$ cat src/shared/adcoi_pkg.sv
// constants, types and helpers for the converter output interface
// assumes a 10 MHz system clock; all pins arrive asynchronously
//
// Summary of operation
// - format select low levels enable serial pins
// - sixteen bit word: two zeros, result msb first
// - data changes after serial clock rise
// - strobe falls at start, first bit ready
// - serial lines are open drain, pulled up
// - serial clock follows master conversion clock
// - minus five continuous, zero volts gated clock
// - serial-only part: style input picks clocking
// - start pulse rising edge starts, holds sample
// - start-pulse mode: status is active-low interrupt
// - read access falling edge clears interrupt
// - power-up interrupt low; dummy read clears
// - parallel format: whole word, no serial
// - byte read picks half by select input
// - chip-select mode: select falling starts conversion
// - chip-select mode: status is busy, low throughout
// - one read starts, waits, returns word
// - low byte first stalls, high byte plain
// - serial behaviour same in both modes
// - conversion lasts nineteen or twenty clock rises
// - high byte right-justified, top two zero
`default_nettype none

package adcoi_pkg;
  // result and serial word shape
  localparam int RES_W = 14;
  localparam int WORD_W = 16;
  localparam int LEAD_W = WORD_W - RES_W;
  localparam int BYTE_W = 8;
  localparam int HIGH_W = RES_W - BYTE_W;
  localparam int PAD_W = BYTE_W - HIGH_W;
  localparam int BIT_W = 4;
  // conversion length in master clock rises
  localparam int CONV_EDGES = 19;
  localparam int CONV_EDGES_SLOW = 20;
  localparam int EDGE_W = 5;
  // late-start window against clock rate
  localparam int CLK_PERIOD_NS = 100;
  localparam int START_WIN_NS = 30;
  localparam int START_WIN_CYC = (START_WIN_NS / CLK_PERIOD_NS < 1) ?
    1 : START_WIN_NS / CLK_PERIOD_NS;
  // format select pin levels
  localparam logic [1:0] FMT_GATED = 2'h0; // 0 V
  localparam logic [1:0] FMT_CONT = 2'h1;  // -5 V
  localparam logic [1:0] FMT_PAR = 2'h2;   // +5 V
  // synchroniser width: every pin that enters except sample_in
  localparam int SYNC_W = 9;
  // buffer in the result path
  localparam int BUF_DEPTH = 2;

  // converter sequencer states
  typedef enum logic [1:0] {
    ADCOI_IDLE,
    ADCOI_CONV
  } adcoi_state_t;
endpackage

`default_nettype wire

$ cat src/design/adcoi_buf.sv
// small result buffer: valid/ready on both sides
// assumes both sides run on the same clock
`default_nettype none

module adcoi_buf #(
  parameter int WIDTH = 14,
  parameter int DEPTH = 2
) (
  input wire logic clk,
  input wire logic reset_n,
  input wire logic in_valid,
  output logic in_ready,
  input wire logic [WIDTH-1:0] in_data,
  output logic out_valid,
  input wire logic out_ready,
  output logic [WIDTH-1:0] out_data
);
  localparam int PTR_W = (DEPTH > 1) ? $clog2(DEPTH) : 1;
  localparam int CNT_W = $clog2(DEPTH + 1);

  logic [WIDTH-1:0] mem_q [DEPTH]; // storage flops
  logic [PTR_W-1:0] wr_ptr_q;
  logic [PTR_W-1:0] rd_ptr_q;
  logic [CNT_W-1:0] count_q; // words held

  // pointer step with wrap at depth
  function automatic logic [PTR_W-1:0] step(input logic [PTR_W-1:0] p);
    step = (p == PTR_W'(DEPTH - 1)) ? '0 : p + PTR_W'(1);
  endfunction

  wire logic push = in_valid & in_ready;
  wire logic pop = out_valid & out_ready;

  assign in_ready = (count_q != CNT_W'(DEPTH));
  assign out_valid = (count_q != '0);
  assign out_data = mem_q[rd_ptr_q];

  // storage write, no reset needed on data
  always_ff @(posedge clk) begin
    if (push) begin
      mem_q[wr_ptr_q] <= in_data;
    end
  end

  // pointers and fill level
  always_ff @(posedge clk or negedge reset_n) begin
    if (!reset_n) begin
      wr_ptr_q <= '0;
      rd_ptr_q <= '0;
      count_q <= '0;
    end else begin
      if (push) wr_ptr_q <= step(wr_ptr_q);
      if (pop) rd_ptr_q <= step(rd_ptr_q);
      count_q <= count_q + CNT_W'(push) - CNT_W'(pop);
    end
  end
endmodule

`default_nettype wire

$ cat src/design/adcoi_core.sv
// converter control and result output logic
// assumes pins are asynchronous; master clock sampled at 10 MHz
// open-drain lines: oe high pulls low, pull-ups are external
`default_nettype none

module adcoi_core
  import adcoi_pkg::*;
(
  input wire logic clk,
  input wire logic reset_n,
  input wire logic mclk,
  input wire logic start_pulse_n,
  input wire logic cs_n,
  input wire logic rd_n,
  input wire logic upper_byte_sel,
  input wire logic [1:0] fmt_sel,
  input wire logic serial_only,
  input wire logic clk_style,
  input wire logic [RES_W-1:0] sample_in,
  output logic track_hold,
  output logic status_n,
  output logic [BYTE_W-1:0] result_low_byte,
  output logic result_low_oe,
  output logic [HIGH_W-1:0] result_high,
  output logic result_high_oe,
  output logic serial_frame_n_o,
  output logic serial_frame_n_oe,
  output logic serial_clk_o,
  output logic serial_clk_oe,
  output logic serial_dout_o,
  output logic serial_dout_oe
);

  ////////////////////////////////////////////////////////////////////
  // pin synchronisers
  ////////////////////////////////////////////////////////////////////
  logic [SYNC_W-1:0] sync1_q; // first stage, read by sync2 only
  logic [SYNC_W-1:0] sync2_q; // safe copies
  // idle pin levels, so that no false edge follows reset
  localparam logic [SYNC_W-1:0] SYNC_IDLE =
    {1'h0, 1'h1, 1'h1, 1'h1, 1'h0, 2'h0, 1'h0, 1'h0};
  wire logic mclk_s;
  wire logic start_s;
  wire logic cs_s;
  wire logic rd_s;
  wire logic upper_byte_sel_s;
  wire logic [1:0] fmt_s;
  wire logic serial_only_s;
  wire logic clk_style_s;

  assign {mclk_s, start_s, cs_s, rd_s, upper_byte_sel_s, fmt_s, serial_only_s,
          clk_style_s} = sync2_q;

  // two flops on every pin except sample_in
  always_ff @(posedge clk or negedge reset_n) begin
    if (!reset_n) begin
      sync1_q <= SYNC_IDLE;
      sync2_q <= SYNC_IDLE;
    end else begin
      sync1_q <= {mclk, start_pulse_n, cs_n, rd_n, upper_byte_sel,
                  fmt_sel, serial_only, clk_style};
      sync2_q <= sync1_q;
    end
  end

  ////////////////////////////////////////////////////////////////////
  // edge detection and mode decode
  ////////////////////////////////////////////////////////////////////
  logic mclk_prev_q; // master clock one cycle ago
  logic start_prev_q;
  logic cs_prev_q;
  logic acc_prev_q; // read access one cycle ago
  // parallel pins only exist on the full part
  wire logic acc = ~cs_s & ~rd_s & ~serial_only_s;

  // previous samples for edges; idle levels at reset
  always_ff @(posedge clk or negedge reset_n) begin
    if (!reset_n) begin
      mclk_prev_q <= 1'h0;
      start_prev_q <= 1'h1;
      cs_prev_q <= 1'h1;
      acc_prev_q <= 1'h0;
    end else begin
      mclk_prev_q <= mclk_s;
      start_prev_q <= start_s;
      cs_prev_q <= cs_s;
      acc_prev_q <= acc;
    end
  end

  wire logic mclk_rise = mclk_s & ~mclk_prev_q;
  wire logic mclk_fall = ~mclk_s & mclk_prev_q;
  // a start pin held low selects chip-select mode
  wire logic mode_cs = ~start_s;
  wire logic acc_fall = acc & ~acc_prev_q;
  wire logic acc_end = ~acc & acc_prev_q;
  wire logic par_fmt = ~serial_only_s & (fmt_s == FMT_PAR);
  // serial-only part takes its clock style from its own pin
  wire logic cont_clk = serial_only_s ? clk_style_s :
                        (fmt_s == FMT_CONT);

  ////////////////////////////////////////////////////////////////////
  // conversion sequencer
  ////////////////////////////////////////////////////////////////////
  adcoi_state_t state_q;
  adcoi_state_t state_d;
  logic [EDGE_W-1:0] edge_cnt_q; // master rises since start
  logic slow_q; // start landed on a rise
  logic [RES_W-1:0] held_q; // sample frozen at hold
  logic buf_in_ready;
  logic buf_out_valid;
  logic [RES_W-1:0] buf_out_data;
  logic buf_pop;

  // last rise index of this conversion
  function automatic logic [EDGE_W-1:0] last_edge(input logic slow);
    last_edge = slow ? EDGE_W'(CONV_EDGES_SLOW - 1) :
                       EDGE_W'(CONV_EDGES - 1);
  endfunction

  // start-pulse mode: rising edge of the pulse
  wire logic start_m1 = ~mode_cs & start_s & ~start_prev_q;
  // chip-select mode: select falls with low byte chosen
  wire logic start_m2 = mode_cs & ~cs_s & cs_prev_q & ~upper_byte_sel_s &
                        ~serial_only_s;
  // second start mid conversion is ignored; a start while the buffer is full is dropped
  // serial-only part keeps no words, so it can never fill up
  wire logic start_go = (start_m1 | start_m2) &
                        (state_q == ADCOI_IDLE) &
                        (buf_in_ready | serial_only_s);
  // sampling granularity cannot see the window finer than a cycle
  wire logic late_start = mclk_rise & (START_WIN_CYC > 0);
  wire logic done = (state_q == ADCOI_CONV) & mclk_rise &
                    (edge_cnt_q == last_edge(slow_q));

  // next state
  always_comb begin
    state_d = state_q;
    case (state_q)
      ADCOI_IDLE: begin
        if (start_go) state_d = ADCOI_CONV;
      end
      ADCOI_CONV: begin
        if (done) state_d = ADCOI_IDLE;
      end
      default: state_d = ADCOI_IDLE;
    endcase
  end

  // state, edge count and held sample
  always_ff @(posedge clk or negedge reset_n) begin
    if (!reset_n) begin
      state_q <= ADCOI_IDLE;
      edge_cnt_q <= '0;
      slow_q <= 1'h0;
      held_q <= '0;
    end else begin
      state_q <= state_d;
      if (start_go) begin
        edge_cnt_q <= '0;
        slow_q <= late_start;
        held_q <= sample_in;
      end else if (mclk_rise) begin
        edge_cnt_q <= edge_cnt_q + EDGE_W'(1);
      end
    end
  end

  // hold while converting, track otherwise
  assign track_hold = (state_q == ADCOI_CONV);

  ////////////////////////////////////////////////////////////////////
  // serial word: same path in both start modes
  ////////////////////////////////////////////////////////////////////
  logic frame_q; // frame active, strobe low
  logic fell_q; // first falling clock edge seen
  logic [BIT_W-1:0] bit_q; // bit now presented
  logic sdout_q; // level of bit now presented
  logic frame_d;
  logic fell_d;
  logic [BIT_W-1:0] bit_d;
  logic sdout_d;

  // picks bit idx of the zero-led word, msb first
  function automatic logic word_bit(input logic [RES_W-1:0] res,
                                    input logic [BIT_W-1:0] idx);
    logic [WORD_W-1:0] w;
    w = {{LEAD_W{1'h0}}, res};
    word_bit = w[WORD_W - 1 - int'(idx)];
  endfunction

  wire logic advance = frame_q & fell_q & mclk_rise;
  wire logic last_bit = (bit_q == BIT_W'(WORD_W - 1));

  // serial sequencing, shared by both modes
  always_comb begin
    frame_d = frame_q;
    fell_d = fell_q;
    bit_d = bit_q;
    sdout_d = sdout_q;
    if (start_go & ~par_fmt) begin
      frame_d = 1'h1;
      fell_d = 1'h0;
      bit_d = '0;
      sdout_d = word_bit(sample_in, '0);
    end else if (frame_q) begin
      if (mclk_fall) fell_d = 1'h1;
      if (advance & last_bit) begin
        frame_d = 1'h0;
      end else if (advance) begin
        bit_d = bit_q + BIT_W'(1);
        sdout_d = word_bit(held_q, bit_d);
      end
      // never outlive the conversion
      if (done) frame_d = 1'h0;
    end
  end

  // serial registers
  always_ff @(posedge clk or negedge reset_n) begin
    if (!reset_n) begin
      frame_q <= 1'h0;
      fell_q <= 1'h0;
      bit_q <= '0;
      sdout_q <= 1'h0;
    end else begin
      frame_q <= frame_d;
      fell_q <= fell_d;
      bit_q <= bit_d;
      sdout_q <= sdout_d;
    end
  end

  // open-drain drivers: only ever pull low
  // gated clock opens on a real fall, else a mid-low start adds an edge
  wire logic sclk_run = ~par_fmt &
                        (cont_clk | (frame_q & (fell_q | mclk_fall)));
  assign serial_clk_o = 1'h0;
  // low half of master clock pulls the line down
  assign serial_clk_oe = sclk_run & ~mclk_s;
  assign serial_dout_o = 1'h0;
  assign serial_dout_oe = frame_q & ~sdout_q;
  assign serial_frame_n_o = 1'h0;
  assign serial_frame_n_oe = frame_q;

  ////////////////////////////////////////////////////////////////////
  // status pin: interrupt or busy
  ////////////////////////////////////////////////////////////////////
  logic status_low_q; // pin pulled low
  logic status_low_d;

  // set wins over clear in start-pulse mode
  always_comb begin
    status_low_d = status_low_q;
    if (mode_cs) begin
      if (start_go) status_low_d = 1'h1;
      else if (done) status_low_d = 1'h0;
    end else begin
      if (done) status_low_d = 1'h1;
      else if (acc_fall) status_low_d = 1'h0;
    end
  end

  // reset mimics a power-up conversion: low until a dummy read
  always_ff @(posedge clk or negedge reset_n) begin
    if (!reset_n) begin
      status_low_q <= 1'h1;
    end else begin
      status_low_q <= status_low_d;
    end
  end

  assign status_n = ~status_low_q;

  ////////////////////////////////////////////////////////////////////
  // result buffer and parallel read port
  ////////////////////////////////////////////////////////////////////
  logic [BYTE_W-1:0] low_q;
  logic [HIGH_W-1:0] high_q;
  logic served_q; // a word was shown in this access
  logic [1:0] got_q; // bytes delivered: {high, low}
  // no parallel reads on the serial-only part, so nothing is stored
  wire logic push_word = done & ~serial_only_s;

  adcoi_buf #(
    .WIDTH(RES_W),
    .DEPTH(BUF_DEPTH)
  ) u_buf (
    .clk(clk),
    .reset_n(reset_n),
    .in_valid(push_word),
    .in_ready(buf_in_ready),
    .in_data(held_q),
    .out_valid(buf_out_valid),
    .out_ready(buf_pop),
    .out_data(buf_out_data)
  );

  // chip-select reads wait here until the word lands
  wire logic show = acc & buf_out_valid;
  wire logic [1:0] got_now = upper_byte_sel_s ? 2'h2 : 2'h1;
  wire logic [1:0] got_all = got_q | got_now;
  // parallel word leaves on one read, bytes after both halves
  assign buf_pop = acc_end & served_q &
                   (par_fmt | (got_all == 2'h3));
  wire logic [BYTE_W-1:0] byte_sel = (upper_byte_sel_s & ~par_fmt) ?
    {{PAD_W{1'h0}}, buf_out_data[RES_W-1:BYTE_W]} :
    buf_out_data[BYTE_W-1:0];

  // output data registers and byte bookkeeping
  always_ff @(posedge clk or negedge reset_n) begin
    if (!reset_n) begin
      low_q <= '0;
      high_q <= '0;
      served_q <= 1'h0;
      got_q <= 2'h0;
    end else begin
      if (show) begin
        low_q <= byte_sel;
        high_q <= buf_out_data[RES_W-1:BYTE_W];
      end
      if (acc_end) served_q <= 1'h0;
      else if (show) served_q <= 1'h1;
      if (buf_pop) got_q <= 2'h0;
      else if (acc_end & served_q & ~par_fmt) got_q <= got_all;
    end
  end

  assign result_low_byte = low_q;
  assign result_high = high_q;
  assign result_low_oe = acc;
  // upper pins belong to the serial port unless parallel
  assign result_high_oe = acc & par_fmt;
endmodule

`default_nettype wire

$ cat config.mk
export PLATFORM = sky130hd
export DESIGN_NAME = adcoi_core
export DESIGN_NICKNAME = d
export VERILOG_FILES = /design/src/shared/adcoi_pkg.sv /design/src/design/adcoi_buf.sv /design/src/design/adcoi_core.sv
export SDC_FILE = /design/constraint.sdc
export NUM_CORES = 1
export LEC_CHECK = 0
export BUFFER_PORTS_ARGS = -buffer_cell sky130_fd_sc_hd__clkbuf_2
export CORE_ASPECT_RATIO = 1.5
export CORE_MARGIN = 3
export CORE_UTILIZATION = 57
export CTS_CLUSTER_DIAMETER = 120
export DETAILED_ROUTE_END_ITERATION = 10
export GPL_TIMING_DRIVEN = 0
export HOLD_SLACK_MARGIN = 0.03
export PLACE_DENSITY = 0.78
export SLEW_MARGIN = 20
export SYNTH_ARGS = -nofsm -noshare
export SYNTH_HDL_FRONTEND = slang
export SYNTH_SLANG_ARGS = --single-unit
$ cat constraint.sdc
create_clock -name clk -period 3.1 [get_ports clk]
set_input_delay 0.155 -clock clk [delete_from_list [all_inputs] [get_ports clk]]
set_output_delay 0.155 -clock clk [all_outputs]
set_load 0.05 [all_outputs]
==> flow_summary.json <==
{
  "tns_ns": 0,
  "hold_viol_final": 0,
  "avgSynthCellArea_um2": 15.2,
  "fillers": 469,
  "die_h_um": 109,
  "r2r_cells": 5,
  "wl_um": 7060,
  "status": "finished, final reports clean",
  "critical_path_buf_inv_count": 1,
  "finalWorstSetupSlack_ns": 0.726,
  "min_from": "sample_in[11]",
  "yosys-top-cells-count": "dfrtp_1, edfxtp_1, nor2_1",
  "cts_sinks": 100,
  "grt_usage_pct": 19.8,
  "grt_max_degree": 51,
  "path_delay_family": "compound AO/OA/AOI/OAI gates",
  "clk_pin_slew_ns": 0.09,
  "root_buffer": "clkbuf_8",
  "rows": 37,
  "ys_seq_elements": 100,
  "regArea_um2": 2650,
  "crit_path_max_incr_delay_ns": 0.43,
  "ys.flop_type": "dfrtp_1",
  "cts_tree": "done",
  "critPathArrivalTime_ns": 2.22,
  "post-synth-top-count-cell": "dfrtp_1",
  "grt_antenna_before_repair": 0,
  "drive_gt1_share_pct": 33.7,
  "dp_hpwl_um": 4810,
  "fin_skew_ns": 0.00930,
  "yosys_warnings": 0,
  "numPortBuffers": 45,
  "hold_depth": 2,
  "crit-reg2reg-launch": "sync2_q[8]$_DFF_PN0_",
  "fmax_ghz": 0.421,
  "cp_max_fo": 5,
  "grt_pass1_wl_um": 11700,
  "diodes": 0,
  "reg2reg_to": "u_buf.mem_q[0][10]$_DFFE_PP_",
  "cp-start-kind": "register",
  "r2r_slack_ns": 0.73,
  "die-area_um2": 8160,
  "end_kind": "primary output",
  "cellLeakagePower_nw": 2.15,
  "insertion_delay_ns": 0.36,
  "viasPerCell": 5.41,
  "ant_nets": 0,
  "syn_to_final_growth_pct": 19.7,
  "synth-edff-count": 28,
  "maxCapViolations": 0,
  "p_per_area_nw_per_um2": 697,
  "fin_nets": 377,
  "total_power_mw": 3.37,
  "place_ws_ns": 0.354,
  "initial_core_util_pct": 58.6,
  "fin_crit_sh_pct": 76.6,
  "async_reset_ff_share_pct": 72.0,
  "netlist_instances": 266,
  "synth_area_leaders": "dfrtp_1, edfxtp_1, dfstp_2, mux4_2, mux2_4",
  "drc": 0,
  "crit_required_ns": 2.94,
  "slew_headroom_pct": 51.8,
  "placedInstanceArea_um2": 4400,
  "routabilityCongestion": 0.760,
  "hold_path.class": "in2reg",
  "placedCellCount": 392,
  "synth.top_cell.area_share_pct": 39.0,
  "num_vias": 2331,
  "min_to": "held_q[11]$_DFFE_PN0P_",
  "multi_input_area_um2": 1270,
  "drv_slew": 0,
  "rsz0062_at_grt": "no",
  "boundaryPins": 49,
  "dr.pass1.iters": 4,
  "synth_cell_types": 44,
  "layout_min_cycle_time_ns": 2.37,
  "grt_remaining_overflow": 0,
  "vdd_drop_max_mv": 0.561,
  "setup_viol": 0,
  "core_um2": 6900,
  "design_area_um2": 4840,
  "path_cells": "nor2b_1 -> o21ai_0 -> maj3_1 -> a221oi_1 -> clkbuf_2",
  "numCtsBuffers": 9,
  "worstSetupPathDepth": 5,
  "clk_path_buf_depth": 2,
  "drtIter0Drc": 124,
  "final_cells": 431,
  "h-tree-depth": 3,
  "path_class": "reg2out",
  "yosysSeqAreaShare_pct": 65.6,
  "worst_slew_pin_slew_ns": 0.722,
  "first_global_vias": 2401,
  "die-width_um": 74.8,
  "wl_per_cell_um": 16.4,
  "yosysTopAreaCell": "dfrtp_1",
  "synthesis.area_um2": 4040,
  "cp_slowest_cell": "dfrtp_1"
}
[cell usage in the layout (no fill, tap or decap), types with 4 or more instances in the layout]
cell type and instances:
nand4_1 5, clkbuf_2 44, xnor2_1 6, nand2_1 5, clkbuf_8 11, buf_4 5
inv_1 10, mux4_2 9, a21oi_1 9, dfrtp_1 63, mux2_4 13, o21ai_0 4
dlygate4sd3_1 23, buf_2 4, ha_1 4, nor2_1 25, dfstp_2 9, xor2_1 8
mux2i_1 12, edfxtp_1 28, mux2_2 9
[state kept, by name, summed over array words and instances (netlist names), 2 cells and up]
register,cells
edge_cnt_q,5
result_low_byte,8
result_high,6
sync2_q,9
bit_q,4
sync1_q,9
got_q,2
held_q,14
u_buf.count_q,2
u_buf.mem_q,28
[how the worst max path moves through the flow]
stage | end | slack, ns | start
floorplan | serial_clk_oe | 0.38 | serial_frame_n_oe$_DFF_PN0_
global placement | u_buf.mem_q[0][9]$_DFFE_PP_ | 0.46 | sync2_q[8]$_DFF_PN0_
detailed placement | u_buf.mem_q[0][9]$_DFFE_PP_ | 0.35 | sync2_q[8]$_DFF_PN0_
CTS | u_buf.mem_q[0][10]$_DFFE_PP_ | 0.33 | sync2_q[8]$_DFF_PN0_
global route | serial_clk_oe | 0.59 | sync2_q[8]$_DFF_PN0_
finish | serial_clk_oe | 0.73 | sync2_q[8]$_DFF_PN0_
[worst register-to-register path, cell delays in order (launching register included)]
cell and delay, ns:
dfrtp_1 0.42, nor2b_1 0.15, buf_4 0.16, nand4_1 0.25, a211o_1 0.43, nor2_2 0.58
[where the power goes]
group | leakage, nW | total, mW | internal, mW | switching [mW]
clock | 0.109 | 0.817 | 0.387 | 0.429
sequential | 1.14 | 1.80 | 1.61 | 0.196
combinational | 0.898 | 0.754 | 0.401 | 0.353
total | 2.15 | 3.37 | 2.39 | 0.979
[per-layer routing]
layer / track usage (%) / vias to the layer above / wire [µm]
li1: - / 1111 / -
met4: 9.54 / 0 / 157
met1: 23.2 / 1154 / 2720
met3: 3.78 / 13 / 264
met5: 0 / - / 0
met2: 34.2 / 53 / 3920
[cell families (layout without fill, tap and decap cells)]
group	Yosys count	count (layout)	synth area share [%]
AO/OA/AOI/OAI	29	29	4.95
XOR/XNOR	14	14	3.03
adder cells (fa/ha/maj)	5	5	1.49
buffers and inverters	22	107	3.19
flip-flops	100	100	65.6
multiplexers	43	43	15.3
other	1	3	0.0928
AND/OR/NAND/NOR	52	52	6.28
[timing repair]
action                    4_1_cts  5_1_grt
hold buffers                   22        1
hold endpoints to repair       43        1
buffers inserted                0        0
resized for setup               0        0
[metrics by stage]
| stage | hold WS [ns] | utilization [%] |
|---|---|---|
| 2_1_floorplan | -0.141 | - |
| 3_3_place_gp | 0.242 | 63.4 |
| 3_5_place_dp | 0.102 | 63.8 |
| 4_1_cts | 0.0312 | 70.0 |
| 5_1_grt | 0.0341 | 70.2 |
| 6_report | 0.0614 | 70.2 |
[area by class of cell]
class	instances	area share [%]
inverters	10	0.775
clock inverters	4	0.543
repair buffers	69	10.0
flip-flops and latches	100	54.8
well taps	78	2.02
multi-input cells	146	26.3
plain buffers	12	1.89
clock buffers	12	3.64
Note: power is estimated with default switching activity, not from simulation.
